**src/core/iocs_pkg.sv**
```systemverilog
// Shared constants and types for the I/O cell storage logic
package iocs_pkg;
   localparam int unsigned NUM_ELEM      = 6;
   localparam int unsigned ELEM_W        = 5;
   localparam int unsigned ADDR_W        = 8;
   localparam int unsigned CLK_PERIOD_NS = 20;

   // Register byte addresses
   localparam logic [7:0]  ADDR_CTRL     = 8'h00;
   localparam logic [7:0]  ADDR_ELEM     = 8'h04;
   localparam logic [7:0]  ADDR_STAT     = 8'h08;

   // Control register layout
   localparam int unsigned CTRL_W        = 17;
   localparam int unsigned CTRL_IN_LSB   = 0;
   localparam int unsigned CTRL_OUT_LSB  = 2;
   localparam int unsigned CTRL_TS_LSB   = 4;
   localparam int unsigned CTRL_ASYNC    = 6;
   localparam int unsigned CTRL_FWD      = 7;
   localparam int unsigned CTRL_GINIT    = 8;
   localparam int unsigned CTRL_INV_LSB  = 9;
   localparam int unsigned CTRL_USED_LSB = 14;
   localparam logic [16:0] CTRL_RST      = 17'h00000;
   localparam logic [16:0] CTRL_WR_MASK  = 17'h1FEFF;

   // Polarity bit order inside the inversion field
   localparam int unsigned INV_ICE       = 0;
   localparam int unsigned INV_OCE       = 1;
   localparam int unsigned INV_TCE       = 2;
   localparam int unsigned INV_SR        = 3;
   localparam int unsigned INV_REV       = 4;

   // Per element configuration field
   localparam int unsigned ELEM_BITS     = 30;
   localparam int unsigned F_LATCH       = 0;
   localparam int unsigned F_SRVAL       = 1;
   localparam int unsigned F_INIT        = 2;
   localparam int unsigned F_SETEN       = 3;
   localparam int unsigned F_RSTEN       = 4;
   localparam logic [29:0] ELEM_RST      = 30'h00000000;

   // Phase divider: fabric clock is the system clock divided by four
   localparam int unsigned DIV_W         = 2;
   localparam logic [1:0]  DIV_RISE_A    = 2'h2;
   localparam logic [1:0]  DIV_RISE_B    = 2'h0;
   localparam logic [1:0]  DIV_RST       = 2'h0;

   typedef enum logic [1:0] {
      MODE_DIRECT = 2'h0,
      MODE_SINGLE = 2'h1,
      MODE_DDR    = 2'h2
   } iocs_mode_t;
endpackage

```
**src/core/iocs_elem.sv**
```systemverilog
// One storage element: flip-flop or latch with set/reset options
`timescale 1ns/1ps
module iocs_elem
   import iocs_pkg::*;
(
   input  wire logic i_clock,
   input  wire logic i_rst_b,
   input  wire logic i_d,
   input  wire logic i_gate,
   input  wire logic i_gate_rise,
   input  wire logic i_ce,
   input  wire logic i_sr,
   input  wire logic i_rev,
   input  wire logic i_async,
   input  wire logic i_latch,
   input  wire logic i_srval,
   input  wire logic i_init,
   input  wire logic i_set_en,
   input  wire logic i_rst_en,
   input  wire logic i_load_init,
   output logic      o_q
);
   logic q_q;
   logic q_d;
   wire  set_req   = i_srval ? i_sr : i_rev;
   wire  rst_req   = i_srval ? i_rev : i_sr;
   wire  set_act   = set_req & i_set_en;
   wire  rst_act   = rst_req & i_rst_en;
   wire  force_hit = set_act | rst_act;
   wire  force_val = ~rst_act;
   wire  async_hit = i_async & force_hit;
   // Latch follows D for the whole active level, flop only at the rising step
   wire  cap       = i_latch ? i_gate : i_gate_rise;

   always_comb begin
      if (async_hit) begin
         q_d = force_val;
      end else if (i_load_init) begin
         q_d = i_init;
      end else if (cap && force_hit) begin
         q_d = force_val;
      end else if (cap && i_ce) begin
         q_d = i_d;
      end else begin
         q_d = q_q;
      end
   end

   always_ff @(posedge i_clock or negedge i_rst_b) begin
      if (!i_rst_b) begin
         q_q <= 1'b0;
      end else begin
         q_q <= q_d;
      end
   end

   // Asynchronous forcing shows at once, not only after the next edge
   assign o_q = async_hit ? force_val : q_q;
endmodule

```
**src/core/iocs_cell.sv**
```systemverilog
// I/O cell storage logic: input, output and tri-state paths with APB config
`timescale 1ns/1ps
module iocs_cell
   import iocs_pkg::*;
(
   input  wire logic              i_clock,
   input  wire logic              i_rst_b,
   input  wire logic              i_psel,
   input  wire logic              i_penable,
   input  wire logic              i_pwrite,
   input  wire logic [ADDR_W-1:0] i_paddr,
   input  wire logic [31:0]       i_pwdata,
   output logic      [31:0]       o_prdata,
   output logic                   o_pready,
   output logic                   o_pslverr,
   input  wire logic              i_pad_in,
   output logic                   o_pad_out,
   output logic                   o_pad_oe,
   output logic                   o_fab_in_a,
   output logic                   o_fab_in_b,
   input  wire logic              i_fab_out_a,
   input  wire logic              i_fab_out_b,
   input  wire logic              i_fab_ts_a,
   input  wire logic              i_fab_ts_b,
   input  wire logic              i_input_pair_clk_en,
   input  wire logic              i_output_pair_clk_en,
   input  wire logic              i_tristate_pair_clk_en,
   input  wire logic              i_shared_set_reset,
   input  wire logic              i_reverse_force
);
   logic [CTRL_W-1:0]    ctrl_q;
   logic [ELEM_BITS-1:0] elem_cfg_q;
   logic                 ginit_q;
   logic [DIV_W-1:0]     div_q;
   logic [31:0]          prdata_q;
   logic                 pready_q;
   logic                 pslverr_q;
   logic                 pad_out_q;
   logic                 pad_oe_q;
   logic                 fab_in_a_q;
   logic                 fab_in_b_q;
   logic [2:0]           fwd_cnt_q;

   // APB decode
   wire        setup      = i_psel & ~i_penable;
   wire        access     = i_psel & i_penable & pready_q;
   wire        wr         = access & i_pwrite;
   wire        hit_ctrl   = (i_paddr == ADDR_CTRL);
   wire        hit_elem   = (i_paddr == ADDR_ELEM);
   wire        hit_stat   = (i_paddr == ADDR_STAT);
   wire        hit_any    = hit_ctrl | hit_elem | hit_stat;
   wire [31:0] rd_ctrl    = {15'h0000, ctrl_q};
   wire [31:0] rd_elem    = {2'h0, elem_cfg_q};
   wire [5:0]  el_q;
   wire [31:0] rd_stat    = {21'h000000, pad_oe_q, pad_out_q, fab_in_b_q, fab_in_a_q, div_q[1], el_q};
   logic [31:0] rd_data;

   always_comb begin
      if (hit_ctrl) begin
         rd_data = rd_ctrl;
      end else if (hit_elem) begin
         rd_data = rd_elem;
      end else if (hit_stat) begin
         rd_data = rd_stat;
      end else begin
         rd_data = 32'h00000000;
      end
   end

   // Configuration fields
   wire iocs_mode_t in_mode  = iocs_mode_t'(ctrl_q[CTRL_IN_LSB +: 2]);
   wire iocs_mode_t out_mode = iocs_mode_t'(ctrl_q[CTRL_OUT_LSB +: 2]);
   wire iocs_mode_t ts_mode  = iocs_mode_t'(ctrl_q[CTRL_TS_LSB +: 2]);
   wire       async_sel = ctrl_q[CTRL_ASYNC];
   wire       fwd_sel   = ctrl_q[CTRL_FWD];
   wire [4:0] inv       = ctrl_q[CTRL_INV_LSB +: 5];
   wire [2:0] ce_used   = ctrl_q[CTRL_USED_LSB +: 3];

   // Polarity applied inside the cell, no fabric inverter needed
   wire input_pair_clk_en = ce_used[0] ? (i_input_pair_clk_en ^ inv[INV_ICE]) : 1'b1;
   wire output_pair_clk_en = ce_used[1] ? (i_output_pair_clk_en ^ inv[INV_OCE]) : 1'b1;
   wire tristate_pair_clk_en = ce_used[2] ? (i_tristate_pair_clk_en ^ inv[INV_TCE]) : 1'b1;
   wire sr  = i_shared_set_reset ^ inv[INV_SR];
   wire reverse_force = i_reverse_force ^ inv[INV_REV];

   // Divided fabric clock; the two DDR gates are its two opposite phases
   wire ph     = div_q[1];
   wire rise_a = (div_q == DIV_RISE_A);
   wire rise_b = (div_q == DIV_RISE_B);

   // Element order: input A/B, output A/B, tri-state A/B
   wire [5:0] el_d    = {i_fab_ts_b, i_fab_ts_a,
                         fwd_sel ? 1'b0 : i_fab_out_b,
                         fwd_sel ? 1'b1 : i_fab_out_a,
                         i_pad_in, i_pad_in};
   wire [5:0] el_gate = {~ph, ph, ~ph, ph, ~ph, ph};
   wire [5:0] el_rise = {rise_b, rise_a, rise_b, rise_a, rise_b, rise_a};
   wire [5:0] el_ce   = {tristate_pair_clk_en, tristate_pair_clk_en, output_pair_clk_en, output_pair_clk_en, input_pair_clk_en, input_pair_clk_en};

   for (genvar g = 0; g < NUM_ELEM; g++) begin : g_el
      iocs_elem u_el (
         .i_clock     (i_clock),
         .i_rst_b     (i_rst_b),
         .i_d         (el_d[g]),
         .i_gate      (el_gate[g]),
         .i_gate_rise (el_rise[g]),
         .i_ce        (el_ce[g]),
         .i_sr        (sr),
         .i_rev       (reverse_force),
         .i_async     (async_sel),
         .i_latch     (elem_cfg_q[g*ELEM_W+F_LATCH]),
         .i_srval     (elem_cfg_q[g*ELEM_W+F_SRVAL]),
         .i_init      (elem_cfg_q[g*ELEM_W+F_INIT]),
         .i_set_en    (elem_cfg_q[g*ELEM_W+F_SETEN]),
         .i_rst_en    (elem_cfg_q[g*ELEM_W+F_RSTEN]),
         .i_load_init (ginit_q),
         .o_q         (el_q[g])
      );
   end

   // Path selection; output and tri-state DDR pairs are shown one per phase, the input pair on both fabric outputs at once
   wire in_a_sel  = (in_mode == MODE_SINGLE || in_mode == MODE_DDR) ? el_q[0] : i_pad_in;
   wire in_b_sel  = (in_mode == MODE_DDR) ? el_q[1] : 1'b0;
   wire out_sel   = (out_mode == MODE_DDR) ? (ph ? el_q[2] : el_q[3]) :
                    (out_mode == MODE_SINGLE) ? el_q[2] : i_fab_out_a;
   wire ts_sel    = (ts_mode == MODE_DDR) ? (ph ? el_q[4] : el_q[5]) :
                    (ts_mode == MODE_SINGLE) ? el_q[4] : i_fab_ts_a;
   wire fwd_clean = fwd_sel & (out_mode == MODE_DDR) & output_pair_clk_en & ~sr & ~reverse_force & ~ginit_q;

   always_ff @(posedge i_clock or negedge i_rst_b) begin
      if (!i_rst_b) begin
         ctrl_q     <= CTRL_RST;
         elem_cfg_q <= ELEM_RST;
         ginit_q    <= 1'b0;
      end else begin
         if (wr && hit_ctrl) begin
            ctrl_q <= i_pwdata[CTRL_W-1:0] & CTRL_WR_MASK;
         end
         if (wr && hit_elem) begin
            elem_cfg_q <= i_pwdata[ELEM_BITS-1:0];
         end
         ginit_q <= wr & hit_ctrl & i_pwdata[CTRL_GINIT];
      end
   end

   always_ff @(posedge i_clock or negedge i_rst_b) begin
      if (!i_rst_b) begin
         pready_q  <= 1'b0;
         prdata_q  <= 32'h00000000;
         pslverr_q <= 1'b0;
      end else begin
         pready_q  <= setup;
         prdata_q  <= (setup && !i_pwrite) ? rd_data : 32'h00000000;
         pslverr_q <= setup & ~hit_any;
      end
   end

   always_ff @(posedge i_clock or negedge i_rst_b) begin
      if (!i_rst_b) begin
         div_q      <= DIV_RST;
         pad_out_q  <= 1'b0;
         pad_oe_q   <= 1'b0;
         fab_in_a_q <= 1'b0;
         fab_in_b_q <= 1'b0;
      end else begin
         div_q      <= div_q + 2'h1;
         pad_out_q  <= out_sel;
         pad_oe_q   <= ~ts_sel;
         fab_in_a_q <= in_a_sel;
         fab_in_b_q <= in_b_sel;
      end
   end

   // Helper count of steady forwarding cycles for the check below
   always_ff @(posedge i_clock or negedge i_rst_b) begin
      if (!i_rst_b) begin
         fwd_cnt_q <= 3'h0;
      end else if (!fwd_clean) begin
         fwd_cnt_q <= 3'h0;
      end else if (fwd_cnt_q != 3'h7) begin
         fwd_cnt_q <= fwd_cnt_q + 3'h1;
      end
   end

   assign o_prdata   = prdata_q;
   assign o_pready   = pready_q;
   assign o_pslverr  = pslverr_q;
   assign o_pad_out  = pad_out_q;
   assign o_pad_oe   = pad_oe_q;
   assign o_fab_in_a = fab_in_a_q;
   assign o_fab_in_b = fab_in_b_q;
endmodule

```
**config.mk**
```make
export PLATFORM = sky130hd
export DESIGN_NAME = iocs_cell
export DESIGN_NICKNAME = d
export VERILOG_FILES = /design/src/core/iocs_pkg.sv /design/src/core/iocs_elem.sv /design/src/core/iocs_cell.sv
export SDC_FILE = /design/constraint.sdc
export NUM_CORES = 1
export LEC_CHECK = 0
export ABC_AREA = 1
export BUFFER_PORTS_ARGS = -buffer_cell sky130_fd_sc_hd__buf_2
export CAP_MARGIN = 20
export CELL_PAD_IN_SITES_DETAIL_PLACEMENT = 1
export CELL_PAD_IN_SITES_GLOBAL_PLACEMENT = 1
export CORE_ASPECT_RATIO = 0.8
export CORE_MARGIN = 1
export CORE_UTILIZATION = 40
export DETAILED_ROUTE_END_ITERATION = 8
export GPL_ROUTABILITY_DRIVEN = 0
export HOLD_SLACK_MARGIN = 0.15
export PLACE_DENSITY = 0.83
export SYNTH_ARGS = -nofsm -noshare
export SYNTH_HDL_FRONTEND = slang
export SYNTH_HIERARCHICAL = 1
export SYNTH_SLANG_ARGS = --single-unit
```
**constraint.sdc**
```tcl
create_clock -name i_clock -period 2.3 [get_ports i_clock]
set_input_delay 0.23 -clock i_clock [delete_from_list [all_inputs] [get_ports i_clock]]
set_output_delay 0.23 -clock i_clock [all_outputs]
set_load 0.05 [all_outputs]
```
Word level (Yosys, flattened, before mapping) --
Cells that the tools add are included.
Storage, ports and cells: output and inout bits 38, bits in registers 93
Operators by class: reductions and logical operators 25, equality and inequality tests 9, add/subtract/negate cells 1, bitwise operators 48, muxes and demuxes 65
Operators with widths (number):
- 2-to-1 mux 32 bit | 3
- 2-to-1 mux 1 bit | 61
- AND 1 bit | 25
- nonzero test 4 bit | 6
- logical AND 1 bit | 15
- 2-to-1 mux 11 bit | 1
- NOT 1 bit | 10
- == test 2 bit, second input constant | 4
- == test 8 x 3 -> 1 bit, second input constant | 1
- == test 8 x 4 -> 1 bit, second input constant | 1
- logical NOT 8 bit | 1
- bitwise OR 1 bit | 8
- == test 2 x 1 -> 1 bit, second input constant | 3
- XOR 1 bit | 5
- adder 2 x 1 -> 2 bit, second input constant | 1
- logical NOT 2 bit | 1
- logical NOT 1 bit | 1
- logical OR 1 bit | 1

Depth between registers and ports, before layout --
word-level depth 10, depth in mapped cells 12

Hierarchy --
Netlist, hierarchy kept.
By module, submodules not included:
- iocs_cell | instances 1, area each 3757.4 sq um, cells an instance 406, seq. area each 2127.0 sq um
- iocs_elem | instances 6, area each 221.5 sq um, cells an instance 41, seq. area each 25.0 sq um

Worst setup path after synthesis --
OpenSTA, ideal clock, no wires.
path kind register to register, from register ctrl_q[13], to register pad_oe_q, in the netlist o_pad_oe, slack 0.515 ns, setup time 0.116 ns, data arrival time 1.670 ns, cell stages (with the launch flop) 10, cell sequence dfrtp_1 xor2_1 clkinv_1 nand2_1 nand3_2 nand2_4 nand2_2 nand2_1 nand2_1 o311ai_0
Between the ends: word-level cells in the longest chain between the ends 9, elaborated cells on any way between the ends 21
Ends and longest elaborated chain:
- start: declaration | RTL line iocs_cell.sv:31 | logic [CTRL_W-1:0] ctrl_q;
- start signal: assignment | RTL line iocs_cell.sv:137 | ctrl_q <= i_pwdata[CTRL_W-1:0] & CTRL_WR_MASK;
- XOR 1 bit * | RTL line iocs_cell.sv:84 | wire reverse_force = i_reverse_force ^ inv[INV_REV];
- named net reverse_force | RTL line iocs_cell.sv:84
- 2-to-1 mux 1 bit, on equally long branches | RTL line iocs_elem.sv:25, iocs_elem.sv:26
- AND 1 bit, on equally long branches | RTL line iocs_elem.sv:27, iocs_elem.sv:28
- bitwise OR 1 bit | RTL line iocs_elem.sv:29 | wire force_hit = set_act | rst_act;
- AND 1 bit | RTL line iocs_elem.sv:31 | wire async_hit = i_async & force_hit;
- 2-to-1 mux 1 bit * | RTL line iocs_elem.sv:58 | assign o_q = async_hit ? force_val : q_q;
- named net el_q[4] | RTL line iocs_cell.sv:54 | wire [5:0] el_q;
- 2-to-1 mux 1 bit, on equally long branches | RTL line iocs_cell.sv:127, iocs_cell.sv:126
- 2-to-1 mux 1 bit * | RTL line iocs_cell.sv:126 | wire ts_sel = (ts_mode == MODE_DDR) ? (ph ? el_q[4] : el_q[5]) :
- NOT 1 bit * | RTL line iocs_cell.sv:168 | pad_oe_q <= ~ts_sel;
- end signal: assignment | RTL line iocs_cell.sv:168
- end: declaration | RTL line iocs_cell.sv:39 | logic pad_oe_q;
Mark *: on every way through the listed nets, which the timed path passes. The rest lies on a longest branch. A chain may end at the register's enable or synchronous reset.

Worst setup path in the final report --
Same ends and word-level chain as after synthesis.

==> impl_summary.txt <==
----------------------------------------------------
[Status]
  Status ... complete, no violations

[Pwr]
  Total power per unit cell area ... around 570 mW/mm^2
  Maximum resistive drop on vdd ... 0.000351 V
  Standby leakage power ... 3.51 nW
  Sum of internal, switching and leakage power ... 3.62 mW

[Global routing]
  Pin count of the biggest net entering global routing ... 47
  Number of global-route vias before repair ... between 5k and 6k
  Total Routing Usage GR ... between 20% and 30%
  Initial antenna violation count ... 0
  Global-route wire length before repair ... around 27 mm
  GRT Residual Overflow ... 0
  Grt met3 use ... 7.11%
  Met1 demand-to-capacity share in global routing ... 34.3%
  Fraction of met2 tracks used by global routing ... 47.9%
  Most heavily used metal layer in global routing ... met2

[CTS]
  Number of cells upsized or downsized after cts ... 0
  Maximum clock insertion buffer count ... 2
  TritonCTS buffer count ... 9
  CTS tree ... done
  Clock-pin slew of the registers on the worst-case setup and hold paths ... roughly 0.070 ns
  Source-to-sink clock delay at the later pin of the worst-skew pair ... 0.36 ns
  Htree depth ... 3
  Post-CTS repair timing setup buffer count ... 0
  Num Clock Sinks ... a little over 90
  CTS root buffer ... sky130_fd_sc_hd__clkbuf_16

[Hold path]
  Classification of the worst-slack hold path ... primary input to register
  Start point of the worst min-delay path ... i_pwdata[5]
  Instance count along the most critical hold path ... 3
  End point of the most critical hold path ... elem_cfg_q[5]

[Final layout]
  NumNets Final ... 832
  Post-route cell area ... 0.00636 sq mm
  Layout cells sized above 1 ... 26.3%
  Commonest cells after routing, fill and taps aside ... sky130_fd_sc_hd__nand2_1 (173), sky130_fd_sc_hd__dfrtp_1 (91), sky130_fd_sc_hd__buf_2 (87)
  Final cell count without fillers ... 950
  Utilization after layout ... 51.8%
  Number of inserted diodes ... 0
  Synth-to-layout area growth ... 25.1%
  Most frequent standard cell in the layout excluding fill and tap cells ... sky130_fd_sc_hd__nand2_1

[Yosys]
  Cells after synthesis ... 652
  Simple-gate share of the synthesized area ... 32.0%
  Combinational family with the most area after synthesis ... simple AND/OR/NAND/NOR gates
  Fraction of synthesized area in multiplexers ... 0.418%
  Post-synthesis adder-cell area fraction ... 0.738%
  Count of distinct cell types in the synthesized netlist ... 35
  Sequential share of the synthesized area ... between 40 and 50%
  Synth Area in Compound Gates ... between 10% and 20%
  Post-synthesis area per instance ... between 7 and 8 sq um
  Summed instance area of the synthesized netlist ... 0.00509 sq mm
  Yosys reg bits ... 91
  Xor and xnor area share after synthesis ... less than 1%
  Total of warnings raised by yosys ... 6

[Die]
  Starting utilization of the core area ... between 40 and 50%
  Number of rows created at floorplan ... 36
  Die outline area ... 0.0132 sq mm
  Number of top-level pins ... a little over 90
  Core area ... 0.0123 sq mm
  Height of the chip ... 103 um
  Horizontal die dimension ... 128 um

[Detailed routing]
  DRC Markers ... 0
  Drt initial violations ... 321
  Via total after detailed routing ... 4,887
  Remaining number of nets flagged by the antenna check after routing ... 0
  Final wirelength ... 17.3 mm
  DR pass1 iterations ... 5
  DR WL/cell ... 18.2 um
  Average via count per standard cell ... 5.14

[Setup path]
  R2r setup slk ... between 0.2 and 0.25 ns
  CP arrival ... 2.32 ns
  Worst flop-to-flop path startpoint ... ctrl_q[13]
  Depth of the worst register-to-register path ... 10
  Class of the most critical setup path ... register to register
  Reg-to-reg endpoint ... o_pad_oe
  Type of element launching the critical path ... register
  Crit path required time ... 2.53 ns
  Kind of capture point of the worst setup path ... register
  Max Fanout on Critical Path ... 6

[Placement]
  Buffers on Ports ... 88
  Number of cells in the design after placement ... 903
  Post-detail-place hpwl ... 11.2 mm
  Pre-CTS WS ... 0.389 ns
  Post-placement cell area ... 0.00572 sq mm

[Timing]
  Final Max Slew Viols ... 0
  Maximum operating frequency ... 479 MHz
  Clock skew after layout ... ~0.013 ns
  Fin. Hold Viols ... 0
  Hold_ws ... between 0.15 and 0.2 ns
  Unrepaired setup endpoints after global routing ... false
  Least-Margin Pin Slew ... 0.802 ns
  Setup TNS ... 0 ns
  Worst-case headroom to the max-slew limit ... 46.5%
  Worst Slack Setup Final ... 0.211 ns
  Shortest period the worst path allows ... 2.09 ns
  Part of the cycle the worst path needs ... 90.8%
  Count of endpoints failing setup in the final report ... 0

[Flow run]
  Maximum capacitance violations ... 0

----------------------------------------------------
## repair_timing
item / 4_1_cts / 5_1_grt
hold endpoints to repair: 80 / 0
setup endpoints to repair: 0 / 0
hold buffers: 31 / 0
## registers in the layout (all words and copies together) (netlist names)
register and flops:
o_pad_out 1, o_pready 1, o_prdata 30, elem_cfg_q 30, div_q 2, g_el.u_el/q_q 6, o_pslverr 1, ctrl_q 16
o_fab_in_b 1, ginit_q 1, o_pad_oe 1, o_fab_in_a 1
## kinds of logic after synthesis
family,count (synthesis)
simple gates,333
buf+inv,131
flops,91
compound gates,86
xor+xnor,5
fa+ha+maj,3
mux,2
other cells,1
## layer usage
metal | part of all wire [%] | vias to the layer above | routed length, um
li1 | - | 2272 | -
met1 | 43 | 2408 | 7440
met2 | 49 | 162 | 8390
met3 | 5.2 | 45 | 893
met4 | 3.3 | 0 | 573
met5 | 0 | - | 0
## synthesized netlist by cell type (all sizes together)
cell type	number	area [sq um]
o311ai	1	8.76
mux2i	1	10.0
nand3	62	370
nor2	51	240
xor2	2	17.5
o21bai	6	45.0
ha	3	37.5
buf	19	134
nand2	197	840
o211ai	1	7.51
conb	1	3.75
xnor2	3	26.3
inv	96	360
o21ai	38	213
a21oi	40	249
nand4	8	65.1
clkinv	13	48.8
clkbuf	3	11.3
mux2	1	11.3
dfrtp	91	2280
nor3	15	110
## how the worst max path moves through the flow
stage	from	endpoint	slack (ns)
5_1_grt	ctrl_q[13]	o_pad_oe	0.05
2_1_floorplan	ctrl_q[13]	o_pad_oe	0.51
4_1_cts	ctrl_q[13]	o_pad_oe	0.32
3_5_place_dp	ctrl_q[13]	o_pad_oe	0.39
3_3_place_gp	ctrl_q[13]	o_pad_oe	0.48
6_report	ctrl_q[13]	o_pad_oe	0.21
## power breakdown
part           internal (mW)  switching, mW
clock network           1.01          0.650
logic                  0.123          0.213
registers               1.62         0.0122
## final cells by class
class / count / area, sq um
fill: 1525 / 5930
clock buffer: 12 / 256
sequential: 91 / 2280
clock inverter: 4 / 72.6
multi-input combinational: 431 / 2260
timing repair buffer: 132 / 876
inverter: 109 / 409
tap: 171 / 214
## critical path: stages, from the launching register on
cell and delay, ns:
sky130_fd_sc_hd__dfrtp_1 0.40, sky130_fd_sc_hd__xor2_1 0.16, sky130_fd_sc_hd__buf_4 0.23, sky130_fd_sc_hd__clkinv_1 0.13, sky130_fd_sc_hd__nand2_1 0.14, sky130_fd_sc_hd__nand3_2 0.15, sky130_fd_sc_hd__nand2_4 0.12, sky130_fd_sc_hd__nand2_2 0.08
sky130_fd_sc_hd__nand2_1 0.11, sky130_fd_sc_hd__nand2_1 0.10, sky130_fd_sc_hd__o311ai_0 0.36
(Power assumes the default switching activity.)
